**config.mk**
```make
export PLATFORM = sky130hd
export DESIGN_NAME = gbo_port
export DESIGN_NICKNAME = d
export VERILOG_FILES = /design/src/hw/gbo_pkg.sv /design/src/hw/gbo_port.sv
export SDC_FILE = /design/constraint.sdc
export NUM_CORES = 1
export LEC_CHECK = 0
export ABC_AREA = 1
export BUFFER_PORTS_ARGS = -buffer_cell sky130_fd_sc_hd__buf_2
export CAP_MARGIN = 10
export CORE_MARGIN = 3
export CORE_UTILIZATION = 23
export DETAILED_ROUTE_END_ITERATION = 6
export GPL_ROUTABILITY_DRIVEN = 0
export PLACE_DENSITY = 0.4
export SYNTH_ARGS = -nofsm -noshare
export SYNTH_HDL_FRONTEND = slang
export SYNTH_SLANG_ARGS = --single-unit
```
**constraint.sdc**
```tcl
create_clock -name clk -period 5.3 [get_ports clk]
set_input_delay 1.06 -clock clk [delete_from_list [all_inputs] [get_ports clk]]
set_output_delay 1.06 -clock clk [all_outputs]
set_load 0.02 [all_outputs]
```
**src/hw/gbo_pkg.sv**
```systemverilog
// Register map, field positions and reset values of the port bit-operate block.
// Assumes a 32-bit Avalon-MM slave with word-aligned byte addresses.
package gbo_pkg;
   localparam int ADDR_W = 8;
   localparam logic [7:0] OFF_EVENT_ROUTE = 8'h00;
   localparam logic [7:0] OFF_SET_CLEAR = 8'h10;
   localparam logic [7:0] OFF_BIT_CLEAR = 8'h14;
   localparam logic [7:0] OFF_LOCK = 8'h18;
   localparam logic [7:0] OFF_MODE_LO = 8'h20;
   localparam logic [7:0] OFF_MODE_HI = 8'h24;
   localparam logic [7:0] OFF_OUT_LATCH = 8'h28;
   localparam logic [7:0] OFF_HIGH_SPEED = 8'h3c;
   localparam int LOCK_KEY_POS = 16;
   localparam int EV_ENABLE_POS = 7;
   localparam int EV_PORT_LSB = 4;
   localparam int EV_PIN_LSB = 0;
   localparam logic [2:0] EV_PORT_LAST = 3'h4;
   localparam logic [31:0] RESET_ZERO = 32'h00000000;
   localparam logic [1:0] MODE_VERY_HIGH = 2'h3;
   typedef enum logic [2:0] {KEY_IDLE, KEY_W1, KEY_W0, KEY_W1B, KEY_R0} gbo_key_e;
endpackage : gbo_pkg

```
**src/hw/gbo_port.sv**
```systemverilog
// Port bit-operate block: set/clear latch, configuration lock, speed select,
// event output routing onto one pin of five ports.
// Assumes an Avalon-MM master in the clk domain, word transfers only.
`timescale 1ns/1ps
`default_nettype none
module gbo_port #(
   parameter int PINS = 16, // Pins per port
   parameter int PORTS = 5 // Ports served by event routing
) (
   input wire logic clk, // 100 MHz clock
   input wire logic rst_n, // Sync reset, active low
   input wire logic [7:0] address, // Byte address
   input wire logic read, // Read request
   input wire logic write, // Write request
   input wire logic [31:0] writedata, // Write data
   input wire logic [3:0] byteenable, // Byte lanes
   output logic [31:0] readdata, // Read data
   output logic waitrequest, // Stall, high until answered
   input wire logic processorEvent, // Processor event signal
   output logic [PINS-1:0] pinOut, // Output latch to pins
   output logic [2*PINS-1:0] pinMode, // Two-bit mode per pin
   output logic [2*PINS-1:0] pinConfig, // Two-bit configuration per pin
   output logic [PINS-1:0] pinVeryHighSpeed, // Very high speed per pin
   output logic [PORTS*PINS-1:0] eventPinOut, // Event level per port pin
   output logic [PORTS*PINS-1:0] eventPinSel // Pin taken by event output
);
   ////////////////////////////////////////////////////////////////////////
   logic [PINS-1:0] outputLatch;
   logic [PINS-1:0] pinLockBit;
   logic lockKeyBit;
   logic [PINS-1:0] highSpeed;
   logic [7:0] eventRoute;
   logic [4*PINS-1:0] modeCfg; // {cfg,mode} nibble per pin
   gbo_pkg::gbo_key_e keyState;
   logic ack;
   logic wrStb;
   logic rdStb;
   logic [31:0] next_readdata;

   // One-wait-state handshake: ack on second cycle of request
   assign wrStb = write && ack;
   assign rdStb = read && ack;

   function automatic logic isWord(input logic [3:0] be);
      isWord = (be == 4'hf);
   endfunction : isWord

   // Event route decode for one port pin
   function automatic logic routeHit(input logic [7:0] route, input int q, input int p);
      routeHit = route[gbo_pkg::EV_ENABLE_POS] &&
         route[gbo_pkg::EV_PORT_LSB +: 3] == 3'(q) &&
         route[gbo_pkg::EV_PIN_LSB +: 4] == 4'(p);
   endfunction : routeHit

   always_ff @(posedge clk) begin
      if (!rst_n) begin
         ack <= 1'b0;
      end else begin
         ack <= (read || write) && !ack;
      end
   end

   always_ff @(posedge clk) begin
      if (!rst_n) begin
         waitrequest <= 1'b1;
      end else begin
         waitrequest <= !((read || write) && !ack);
      end
   end

   ////////////////////////////////////////////////////////////////////////
   // Output latch
   always_ff @(posedge clk) begin
      if (!rst_n) begin
         outputLatch <= gbo_pkg::RESET_ZERO[PINS-1:0];
      end else if (wrStb && address == gbo_pkg::OFF_SET_CLEAR) begin
         // Clear first, then set overrides
         outputLatch <= (outputLatch & ~writedata[31:16]) | writedata[15:0];
      end else if (wrStb && address == gbo_pkg::OFF_BIT_CLEAR && isWord(byteenable)) begin
         outputLatch <= outputLatch & ~writedata[15:0];
      end else if (wrStb && address == gbo_pkg::OFF_OUT_LATCH) begin
         outputLatch <= writedata[15:0];
      end
   end

   ////////////////////////////////////////////////////////////////////////
   // Lock key sequence
   logic lockWr;
   logic lockRd;
   assign lockWr = wrStb && address == gbo_pkg::OFF_LOCK;
   assign lockRd = rdStb && address == gbo_pkg::OFF_LOCK;

   always_ff @(posedge clk) begin
      if (!rst_n) begin
         keyState <= gbo_pkg::KEY_IDLE;
         lockKeyBit <= 1'b0;
      end else if (!lockKeyBit) begin
         if (lockWr) begin
            // Lock bits changing mid-sequence abort it
            case (keyState)
               gbo_pkg::KEY_IDLE: keyState <= writedata[gbo_pkg::LOCK_KEY_POS] ?
                  gbo_pkg::KEY_W1 : gbo_pkg::KEY_IDLE;
               gbo_pkg::KEY_W1: keyState <= (!writedata[gbo_pkg::LOCK_KEY_POS] &&
                  writedata[15:0] == pinLockBit) ? gbo_pkg::KEY_W0 : gbo_pkg::KEY_IDLE;
               gbo_pkg::KEY_W0: keyState <= (writedata[gbo_pkg::LOCK_KEY_POS] &&
                  writedata[15:0] == pinLockBit) ? gbo_pkg::KEY_W1B : gbo_pkg::KEY_IDLE;
               default: keyState <= writedata[gbo_pkg::LOCK_KEY_POS] ?
                  gbo_pkg::KEY_W1 : gbo_pkg::KEY_IDLE;
            endcase
         end else if (lockRd) begin
            case (keyState)
               gbo_pkg::KEY_W1B: keyState <= gbo_pkg::KEY_R0;
               gbo_pkg::KEY_R0: begin
                  keyState <= gbo_pkg::KEY_IDLE;
                  lockKeyBit <= 1'b1;
               end
               default: keyState <= gbo_pkg::KEY_IDLE;
            endcase
         end
      end
   end

   always_ff @(posedge clk) begin
      if (!rst_n) begin
         pinLockBit <= gbo_pkg::RESET_ZERO[PINS-1:0];
      end else if (lockWr && !lockKeyBit) begin
         pinLockBit <= writedata[15:0];
      end
   end

   ////////////////////////////////////////////////////////////////////////
   // Mode and configuration, frozen per locked pin
   always_ff @(posedge clk) begin
      if (!rst_n) begin
         modeCfg <= '0;
      end else if (wrStb && (address == gbo_pkg::OFF_MODE_LO ||
                             address == gbo_pkg::OFF_MODE_HI)) begin
         for (int p = 0; p < 8; p++) begin
            if (!(lockKeyBit && pinLockBit[p + (address[2] ? 8 : 0)])) begin
               modeCfg[4*(p + (address[2] ? 8 : 0)) +: 4] <= writedata[4*p +: 4];
            end
         end
      end
   end

   always_ff @(posedge clk) begin
      for (int p = 0; p < PINS; p++) begin
         pinMode[2*p +: 2] <= rst_n ? modeCfg[4*p +: 2] : 2'h0;
         pinConfig[2*p +: 2] <= rst_n ? modeCfg[4*p+2 +: 2] : 2'h0;
         pinVeryHighSpeed[p] <= rst_n && highSpeed[p] &&
            modeCfg[4*p +: 2] == gbo_pkg::MODE_VERY_HIGH;
      end
   end

   always_ff @(posedge clk) begin
      if (!rst_n) begin
         highSpeed <= gbo_pkg::RESET_ZERO[PINS-1:0];
      end else if (wrStb && address == gbo_pkg::OFF_HIGH_SPEED && isWord(byteenable)) begin
         highSpeed <= writedata[15:0];
      end
   end

   always_ff @(posedge clk) begin
      if (!rst_n) begin
         pinOut <= '0;
      end else begin
         pinOut <= outputLatch;
      end
   end

   ////////////////////////////////////////////////////////////////////////
   // Event output routing
   always_ff @(posedge clk) begin
      if (!rst_n) begin
         eventRoute <= gbo_pkg::RESET_ZERO[7:0];
      end else if (wrStb && address == gbo_pkg::OFF_EVENT_ROUTE && isWord(byteenable)) begin
         eventRoute <= writedata[7:0];
      end
   end

   always_ff @(posedge clk) begin
      for (int q = 0; q < PORTS; q++) begin
         for (int p = 0; p < PINS; p++) begin
            eventPinSel[q*PINS+p] <= rst_n && routeHit(eventRoute, q, p);
            eventPinOut[q*PINS+p] <= rst_n && routeHit(eventRoute, q, p) &&
               processorEvent;
         end
      end
   end

   ////////////////////////////////////////////////////////////////////////
   // Read mux; write-only registers read zero
   // Final key read of the sequence already returns the key as set
   logic keyPreview;
   assign keyPreview = lockKeyBit || (read && keyState == gbo_pkg::KEY_R0);

   always_comb begin
      next_readdata = 32'h00000000;
      case (address)
         gbo_pkg::OFF_EVENT_ROUTE: next_readdata = {24'h000000, eventRoute};
         gbo_pkg::OFF_LOCK: next_readdata = {15'h0000, keyPreview, pinLockBit};
         gbo_pkg::OFF_HIGH_SPEED: next_readdata = {16'h0000, highSpeed};
         gbo_pkg::OFF_OUT_LATCH: next_readdata = {16'h0000, outputLatch};
         gbo_pkg::OFF_MODE_LO: next_readdata = modeCfg[31:0];
         gbo_pkg::OFF_MODE_HI: next_readdata = modeCfg[63:32];
         default: next_readdata = 32'h00000000;
      endcase
   end

   always_ff @(posedge clk) begin
      if (!rst_n) begin
         readdata <= 32'h00000000;
      end else if (read && !ack) begin
         readdata <= next_readdata;
      end
   end
endmodule : gbo_port
`default_nettype wire

```
# Word-level counts from Yosys, hierarchy flattened
# Cells that the tools add are included.
# totals
ff_bits,414
inputBits,49
out_inout_bits,289
word_cells,496
# classes
add_sub_neg,15
n_lt_le_gt_ge,8
n_eq_ne,48
shifts,16
n_mux,70
bitwise,6
reduce_logical,317
# op_table
op,n
2-to-1 mux 64 bit,22
bitwise mux 64 bit,8
"variable shift 4 x 33 -> 64 bit, first input constant",8
indexed part select 4 x 33 -> 64 bit,8
logical AND 1 bit,304
"less-than comparator 32 x 6 -> 1 bit, second input constant",8
negation 32 -> 33 bit,7
one-hot mux 32 bit (6 select lines),1
"adder 4 x 32 -> 32 bit, first input constant",3
"adder 3 x 32 -> 32 bit, first input constant",2
2-to-1 mux 16 bit,3
"== test 4 bit, second input constant",9
negation 7 -> 33 bit,1
"adder 2 x 32 -> 32 bit, first input constant",1
bitwise AND 16 bit,2
binary-select mux 1 bit (select 4 bit),8
"== test 2 bit, second input constant",16
"== test 8 x 6 -> 1 bit, second input constant",4
inverter 16 bit,2
"== test 8 x 5 -> 1 bit, second input constant",3
2-to-1 mux 1 bit,21
== test 16 bit,1
"== test 4 x 3 -> 1 bit, second input constant",4
bitwise OR 16 bit,1
other kinds (19),33

# Longest topological paths before layout
# Gate-level depths: netlist of the first run.
# logic_depth
depth_word,34
ltp_mapped,13
depth_no_buf,11

# Least setup slack after synthesis of the first run
# OpenSTA, ideal clock, no wires.
# synth_timing
path_kind,input-to-reg
from,in address[2]
to,reg modeCfg[48]
setup_ns,0.113
arrival_time_ns,2.288
t_required_ns,5.187
setup_slack_ns,2.899
cell_stages,10
n_path_buf,2
path_cell_list,buf_4 inv_2 nand3_1 inv_1 nand2_1 a21oi_4 buf_6 nand3_4 nor2_1 nor2_1
# synth_between
elab_chain_len,34
elab_cells_between_ends,98
classes_between,15 x add/sub; 2 x eq/ne; 16 x shift; 55 x mux; 10 x reduce/logical
# synth_rtl
element,line_no,text
from (decl),gbo_port.sv:12,"input wire logic [7:0] address,"
"parallel branches: the longest is 34 deep, another holds negation 32 -> 33 bit",--,
"to (signal, indexed assignment)",gbo_port.sv:140,modeCfg[4*(p + (address[2] ? 8 : 0)) +: 4] <= writedata[4*p +: 4];
to (decl),gbo_port.sv:33,logic [4*PINS-1:0] modeCfg;
# Several ways; the timed one is not identified. The select of a mux whose other input is x is not followed.
# A chain may end at the register's enable or synchronous reset.

# Worst setup path after layout of the first run
# layout_timing
from,in address[4]
to,reg modeCfg[3]
# layout_between
elab_chain_len,3
elab_cells_between_ends,4
classes_between,2 x eq/ne; 2 x reduce/logical
# layout_rtl
element,line_no,text
"== test 8 x 6 -> 1 bit, on equally long branches","gbo_port.sv:136, gbo_port.sv:137",
logical OR 1 bit (*),gbo_port.sv:136,end else if (wrStb && (address == gbo_pkg::OFF_MODE_LO ||
logical AND 1 bit (*),gbo_port.sv:136,
# Every way passes the cells marked *; elsewhere a longest branch is shown, timed or not.

==> results of run 1 <==
worst paths after layout:
| path | endpoint | cells past startpoint | start |
|---|---|---|---|
| max | modeCfg[3] | 12 | address[4] |
| min | pinMode[14] | 2 | modeCfg[28] |
| min reg2reg | pinMode[14] | 2 | modeCfg[28] |
| max reg2reg | outputLatch[7] | 8 | ack |
sequential cells by signal (all words and copies together), names as in the netlist, 3 cells and up:
signal,count
eventPinOut,80
pinVeryHighSpeed,16
pinMode,32
highSpeed,16
eventRoute,8
keyState,3
eventPinSel,80
readdata,32
outputLatch,16
modeCfg,64
pinConfig,32
pinLockBit,16
pinOut,16
power by group through the flow:
stage                     logic [W]  registers [W]  clock network [W]
after detailed placement   0.000181        0.00319                  0
after global routing       0.000196        0.00312            0.00346
after global placement     0.000182        0.00319                  0
after floorplan           0.0000818        0.00320                  0
final                      0.000177        0.00312            0.00323
after CTS                  0.000182        0.00312            0.00335
critical path: stages:
cell and delay (ns):
buf_2 0.13, inv_2 0.06, nand2_1 0.05, nor2_1 0.61
nand2_1 0.10, buf_4 0.29, a21oi_4 0.17, buf_4 0.31
nand3_1 0.40, nand2_1 0.15, nand2_1 0.06, nor2_1 0.13
final cells by class:
| cell class | instances | share of cell area |
|---|---|---|
| Antenna cell | 4 | 0.0005493 |
| Clock buffer | 69 | 0.07628 |
| Clock inverter | 13 | 0.007416 |
| Inverter | 220 | 0.04532 |
| Multi-Input combinational cell | 1103 | 0.2614 |
| Sequential cell | 414 | 0.4548 |
| Tap cell | 782 | 0.05369 |
| Timing Repair Buffer | 356 | 0.1005 |
cells in the final DEF (no fill, tap or decap), drive strengths merged:
master and count:
a41oi 1, or2 1, bufinv 2, buf 356
nand2 479, clkinvlp 2, a21oi 88, o211ai 16
clkbuf 69, o2bb2ai 2, diode 4, dfxtp 414
nand4 8, nor2 255, nor3 92, clkinv 9
o21ai 90, o22ai 16, nand3 55, inv 220
metal layers:
layer  global-route usage  vias up
li1                     -     6295
met1               0.2034     5933
met2               0.2787      443
met3              0.03916       62
met4              0.04538        0
met5                    0        -
cell families (layout without fill, tap and decap cells):
kind of cell | count (synthesis) | count (layout)
AO/OA/AOI/OAI | 213 | 213
buffers and inverters | 297 | 658
flip-flops | 414 | 414
other | 0 | 4
AND/OR/NAND/NOR | 890 | 890
per-stage QoR:
| stage | hold WS, ns | instances | utilization |
|---|---|---|---|
| floorplan | 0.4071 | 1814 | - |
| global placement | 0.4272 | 2875 | 0.2749 |
| detailed placement | 0.4222 | 2875 | 0.2749 |
| CTS | 0.4317 | 2957 | 0.3001 |
| global route | 0.4513 | 2957 | 0.3001 |
| finish | 0.4301 | 2961 | 0.3002 |
==> metrics, run 1 <==
largest family of logic cells by synthesized area=simple AND/OR/NAND/NOR gates; Mapped Area=0.01419 sq mm; DRC=0; final worst path period share=0.5705; Worst slew margin=0.2355; total internal power=0.005064 W; row cnt=90; Compound-Gate Fraction of Synth Area=0.08094; crit path time final=3.024 ns; Non-Filler Cell Area, Final=0.01822 sq mm; static leakage=8.844 nW; xor and xnor fraction of the mapped netlist area=0; status=finished clean; clock group share of total power=0.494; post-route ant nets=0; H-tree levels=2; DPL Wire Length=38.94 mm; vias in the first global route=12510; Mapped Avg Cell Area=7.823 sq um; synthesized instance count=1814; multi-input logic area=0.004763 sq mm; Post-CTS Setup Inserts=0; overall power=0.006525 W; DR top layer=met4; Most used DFF post-synth=dfxtp_1; DP Area=0.01669 sq mm; Hold Buf Count CTS=0; FF-to-FF setup slack=2.79 ns; synthesis-stage register bit count=414; nets@finish=2192; crit path kind=input pin to flip-flop; I/O Pins=338; unrepaired setup endpoints after global routing=false; largest net degree at the start of global routing=93; die width=254.4 um; Initial Util=0.2338; switching share of power=0.2239; Via-to-Cell Ratio=4.300; final setup margin=2.276 ns; Filler cells=6608; Cell variety after synth=26; first-pass GRT wire length=78.82 mm; clk buf depth=3; Finish-stage setup viols=0; crit end category=flip-flop; first drt pass iteration count=5; TNS Setup=0 ns; sequential fraction of the synthesis area=0.5840; PortBufs=337; Max VDD drop=0.0001978 V; EDFF count, synth=0; top cells by area, synth=dfxtp_1 (58%), nand2_1 (13%), nor2_1 (6.7%), inv_1 (5.6%), nor3_1 (3.2%); post-synth top area cell=dfxtp_1; Die Footprint=0.06472 sq mm; initial antenna violation count=3; Yosys top cell area share=0.5840; wire length per cell=18.25 um; FFs w/ async S/R, synth=0; layout cells sized above 1=0.2051; CTS buffer count=48; initial DRC count=809; WP data required=5.81 ns; clk slew on worst S/H paths=0.06 ns; PD cells=358.1 mW/mm^2; CTS tree=yes; count leader, synth=nand2_1; crit start category=input pin; Post-Synth Simple-Gate Area=0.2545; all-layer global routing usage=0.1624; Overflow after GRT=0; CTS root buf=clkbuf_16; mux share of post-synthesis cell area=0; dpl ws=1.698 ns; NetSw=0.001461 W; final hold vios=0; top cells by count, synth=nand2_1 (478), dfxtp_1 (414), nor2_1 (254); post_cts resized=0; Core Footprint=0.06070 sq mm; Sequential Power Share=0.479; CTS Sinks=414; WL met2=25.56 mm; arrival time worst endpoint=3.53 ns; Comb pwr share=0.027; M1 WL=23.22 mm; max_cap viols=0; Max Freq=0.3307 GHz; max-slew violations=0; clock skew=0.02474 ns; Register Area=0.008288 sq mm; Crit Path Max Fanout=23; met3 wire len=3.963 mm; Layout Area Growth over Synthesis=28.41%; total number of yosys warnings=0; Die Y=254.4 um; detailed-route wire length=54.04 mm; Net Count, Synth=1863; clock latency on the worst-skew pair=0.58 ns; worst slew pin tran=1.143 ns; via count=12730; HP Class=flip-flop to flip-flop; Adder-Cell Fraction of Synth Area=0
Note: power is estimated with default switching activity, not from simulation.
==> run 2: changes to the inputs <==
clock period = 3 ns   (was 5.3 ns; I/O delays follow)
==> run 2 against run 1 <==
Net effect: sequential share of layout area decreased by 0.90 points; utilization rose by 0.61 points; clock-buffer cell count shrank 4; total power is 88% higher; sequential cell count is the same; critical path type is now flip-flop to flip-flop; routed wire length grew 1.9%; die area is the same; clock skew shrank 0.012 ns; largest cell class unchanged; final cell count up 0.78%; via count is 0.73% higher.
==> metrics, run 2 (synthesis results as in run 1) <==
status=finished clean; CTS Sinks=414; CTS root buf=clkbuf_16; worst slew pin tran=0.7289 ns; Overflow after GRT=0; Hold Buf Count CTS=0; static leakage=9.037 nW; CTS tree=yes; reg2reg path depth=5; unrepaired setup endpoints after global routing=false; final worst path period share=0.7207; DRC=0; Worst slew margin=0.5130; final core utilization=0.3063; clk slew on worst S/H paths=0.06 ns; post_cts resized=0; FF-to-FF setup slack=0.84 ns; I/O Pins=338; Crit Path Max Fanout=13; Die Footprint=0.06472 sq mm; crit path kind=flip-flop to flip-flop; Filler cells=6494; H-tree levels=2; Max Freq=0.4625 GHz; CTS buffer count=48; Sequential Power Share=0.449; clock skew=0.01300 ns; most frequent cells in the layout=nand2_1 (478), dfxtp_1 (414), buf_2 (336), nor2_1 (253), inv_1 (212); largest net degree at the start of global routing=97; max_cap viols=0; clk buf depth=3; DPL Wire Length=39.21 mm; Initial Util=0.2338; RR Endpoint=modeCfg[18]; initial antenna violation count=8; layout cells sized above 1=0.2157; arrival time worst endpoint=2.63 ns; HP Class=input pin to flip-flop; crit end category=flip-flop; all-layer global routing usage=0.1658; hold depth=3; hold endpoint=outputLatch[2]; first-pass GRT wire length=80.38 mm; most common cell after layout, fill and taps aside=nand2_1; via count=12830; post-route ant nets=0; row cnt=90; WP data required=3.47 ns; final hold vios=0; clock group share of total power=0.524; vias in the first global route=12690; PortBufs=337; nets@finish=2208; die width=254.4 um; clock latency on the worst-skew pair=0.58 ns; PD cells=660.9 mW/mm^2; Layout Area Growth over Synthesis=31.01%; TNS Setup=0 ns; biggest regs=eventPinOut (80), eventPinSel (80), modeCfg (64); crit start category=flip-flop; total internal power=0.009547 W; Comb pwr share=0.027; Reg2Reg Launch Point=ack; first drt pass iteration count=5; Hold Startpoint=writedata[2]; dpl ws=0.3321 ns; Via-to-Cell Ratio=4.298; final setup margin=0.8379 ns; Die Y=254.4 um; initial DRC count=824; overall power=0.01229 W; crit path time final=2.162 ns; switching share of power=0.2230; Core Footprint=0.06070 sq mm; NetSw=0.002739 W; Post-CTS Setup Inserts=0; detailed-route wire length=55.09 mm; wire length per cell=18.46 um; Finish-stage setup viols=0; Max VDD drop=0.0003946 V; max-slew violations=0
## run 2: area by class of cell
cell class              instances  area, sq um  share of cell area
well taps                     782        978.4             0.05263
clock inverters                24        352.8             0.01898
repair buffers                372         1977              0.1063
clock buffers                  65         1396             0.07511
flip-flops and latches        414         8288              0.4458
multi-input cells            1103         4763              0.2562
inverters                     220        825.8             0.04442
diodes                          4        10.01           0.0005384
## run 2: per-layer routing
layer | part of all wire | track usage | up-vias
li1 | - | - | 6325
met1 | 0.44 | 0.2112 | 5986
met3 | 0.067 | 0.03916 | 77
met4 | 0.024 | 0.04784 | 4
met5 | 0.00047 | 0 | -
met2 | 0.47 | 0.2801 | 434
## run 2: power groups by stage
stage | Clock (W) | Combinational, W | Sequential [W]
CTS | 0.00664 | 0.000334 | 0.00552
global placement | 0 | 0.000333 | 0.00564
finish | 0.00644 | 0.000331 | 0.00552
detailed placement | 0 | 0.000333 | 0.00564
global route | 0.00684 | 0.000358 | 0.00551
floorplan | 0 | 0.000145 | 0.00565
## run 2: per-stage QoR
stage	cells	cell area [sq um]	hold WS, ns
after floorplan	1814	14190	0.4071
after global placement	2891	16830	0.4336
after CTS	2980	18580	0.2856
after detailed placement	2891	16830	0.4255
after global routing	2980	18580	0.2984
final	2984	18590	0.3149
## run 2: worst max-delay path, stage by stage, from the launching register on
cell     delay, ns
dfxtp_1       0.41
nand2_1       0.27
a21oi_4       0.65
nand3_1       0.44
nor2_1        0.20
nor2_1        0.06
## run 2: worst max-delay path by stage
| stage | start | endpoint | slack [ns] | depth (start not counted) |
|---|---|---|---|---|
| after CTS | ack | modeCfg[3] | 0.87 | 6 |
| after global placement | address[6] | modeCfg[16] | 0.39 | 9 |
| final | ack | modeCfg[18] | 0.84 | 5 |
| after floorplan | address[2] | modeCfg[48] | 1.06 | 10 |
| after detailed placement | address[4] | modeCfg[3] | 0.33 | 10 |
| after global routing | ack | modeCfg[20] | 0.66 | 6 |
==> run 3: changes to the inputs <==
clock period = 2.2 ns   (was 3 ns; I/O delays follow)
==> run 3 against run 2 <==
Net effect: largest power group unchanged; critical endpoint is now outputLatch[7]; clock-buffer cell count increased by 8; routed wire length decreased by 0.38%; die area unchanged; utilization increased by 0.14 points; global-route usage decreased by 0.10 points.
==> metrics, run 3 (synthesis results as in run 1) <==
status=finished clean; clock group share of total power=0.505; static leakage=9.088 nW; Die Footprint=0.06472 sq mm; initial antenna violation count=3; clock skew=0.01762 ns; final worst path period share=0.8837; Worst slew margin=0.6021; wire length per cell=18.27 um; CTS root buf=clkbuf_16; Die Y=254.4 um; unrepaired setup endpoints after global routing=false; crit path time final=1.944 ns; met1 usage in global routing=0.2094; PD cells=862.9 mW/mm^2; Max VDD drop=0.0004610 V; M3 GR Usage=0.03702; Overflow after GRT=0; post_cts resized=0; Layout Area Growth over Synthesis=31.61%; Non-Filler Cell Area, Final=0.01868 sq mm; final hold vios=0; HP Class=input pin to flip-flop; fin cells=3003; CTS buffer count=49; PortBufs=337; Post-CTS Setup Inserts=0; die width=254.4 um; CTS tree=yes; most common cell after layout, fill and taps aside=nand2_1; DRC=0; clk buf depth=3; TNS Setup=0 ns; Top Usage Layer GRT=met2; I/O Pins=338; Sequential Power Share=0.467; post-route ant nets=0; via count=12720; crit end category=flip-flop; Hold Buf Count CTS=0; H-tree levels=2; worst slew pin tran=0.5955 ns; biggest regs=eventPinOut (80), eventPinSel (80), modeCfg (64); vias in the first global route=12630; Placed Cells=2913; crit start category=flip-flop; Max Freq=0.5144 GHz; crit path kind=flip-flop to flip-flop; Core Footprint=0.06070 sq mm; total internal power=0.01241 W; WP data required=2.68 ns; DPL Wire Length=40.32 mm; final core utilization=0.3077; nets@finish=2231; Global Route met2 Usage=0.2821; arrival time worst endpoint=2.42 ns; max-slew violations=0; DP Area=0.01707 sq mm; all-layer global routing usage=0.1648; Finish-stage setup viols=0; NetSw=0.003702 W; clk slew on worst S/H paths=0.06 ns; first-pass GRT wire length=80.27 mm; layout cells sized above 1=0.2186; first drt pass iteration count=6; Initial Util=0.2338; detailed-route wire length=54.88 mm; initial DRC count=709; max_cap viols=0; row cnt=90; Crit Path Max Fanout=11; Via-to-Cell Ratio=4.236; most frequent cells in the layout=nand2_1 (478), dfxtp_1 (414), buf_2 (336), nor2_1 (253), inv_1 (212); Comb pwr share=0.028; Filler cells=6581; switching share of power=0.2297; largest net degree at the start of global routing=81; CTS Sinks=414; clock latency on the worst-skew pair=0.59 ns; overall power=0.01612 W
run 3: power by group through the flow:
stage          sequential [W]  clock (W)  combinational, W
2_1_floorplan         0.00770          0          0.000197
3_3_place_gp          0.00769          0          0.000466
3_5_place_dp          0.00769          0          0.000465
4_1_cts               0.00752    0.00841          0.000466
5_1_grt               0.00752    0.00869          0.000502
6_report              0.00752    0.00814          0.000458
run 3: final timing paths:
kind,from,endpoint,slack (ns),depth (start not counted)
worst max-delay path,ack,outputLatch[7],0.26,8
worst min-delay path,writedata[21],modeCfg[53],0.14,3
worst max register to register,ack,outputLatch[7],0.26,8
worst min register to register,modeCfg[14],pinConfig[6],0.43,2
run 3: layout make-up:
class / instances / area [sq um] / area share
diodes: 2 / 5.005 / 0.0002680
clock buffers: 73 / 1406 / 0.07530
clock inverters: 15 / 192.7 / 0.01032
inverters: 220 / 825.8 / 0.04422
multi-input cells: 1103 / 4763 / 0.2550
flip-flops and latches: 414 / 8288 / 0.4438
well taps: 782 / 978.4 / 0.05239
repair buffers: 394 / 2217 / 0.1187
run 3: critical path, cell delays in order, from the launching register on:
cell and delay [ns]:
dfxtp_1 0.40, nand2_1 0.27, inv_1 0.38, nand3_2 0.18
nand3_2 0.13, buf_4 0.20, o211ai_1 0.14, nand2_1 0.08
nand2_1 0.04
run 3: metrics by stage:
step | worst slack (ns) | hold WS [ns]
floorplan | 0.4188 | 0.4071
global placement | 0.08070 | 0.4234
detailed placement | 0.05233 | 0.4232
CTS | 0.1940 | 0.1069
global route | 0.06071 | 0.1421
finish | 0.2559 | 0.1407
run 3: routing by layer:
layer	vias up	wire length (um)
met3	73	3562
met4	0	1208
met5	-	0
met1	5862	24200
li1	6381	-
met2	406	25910
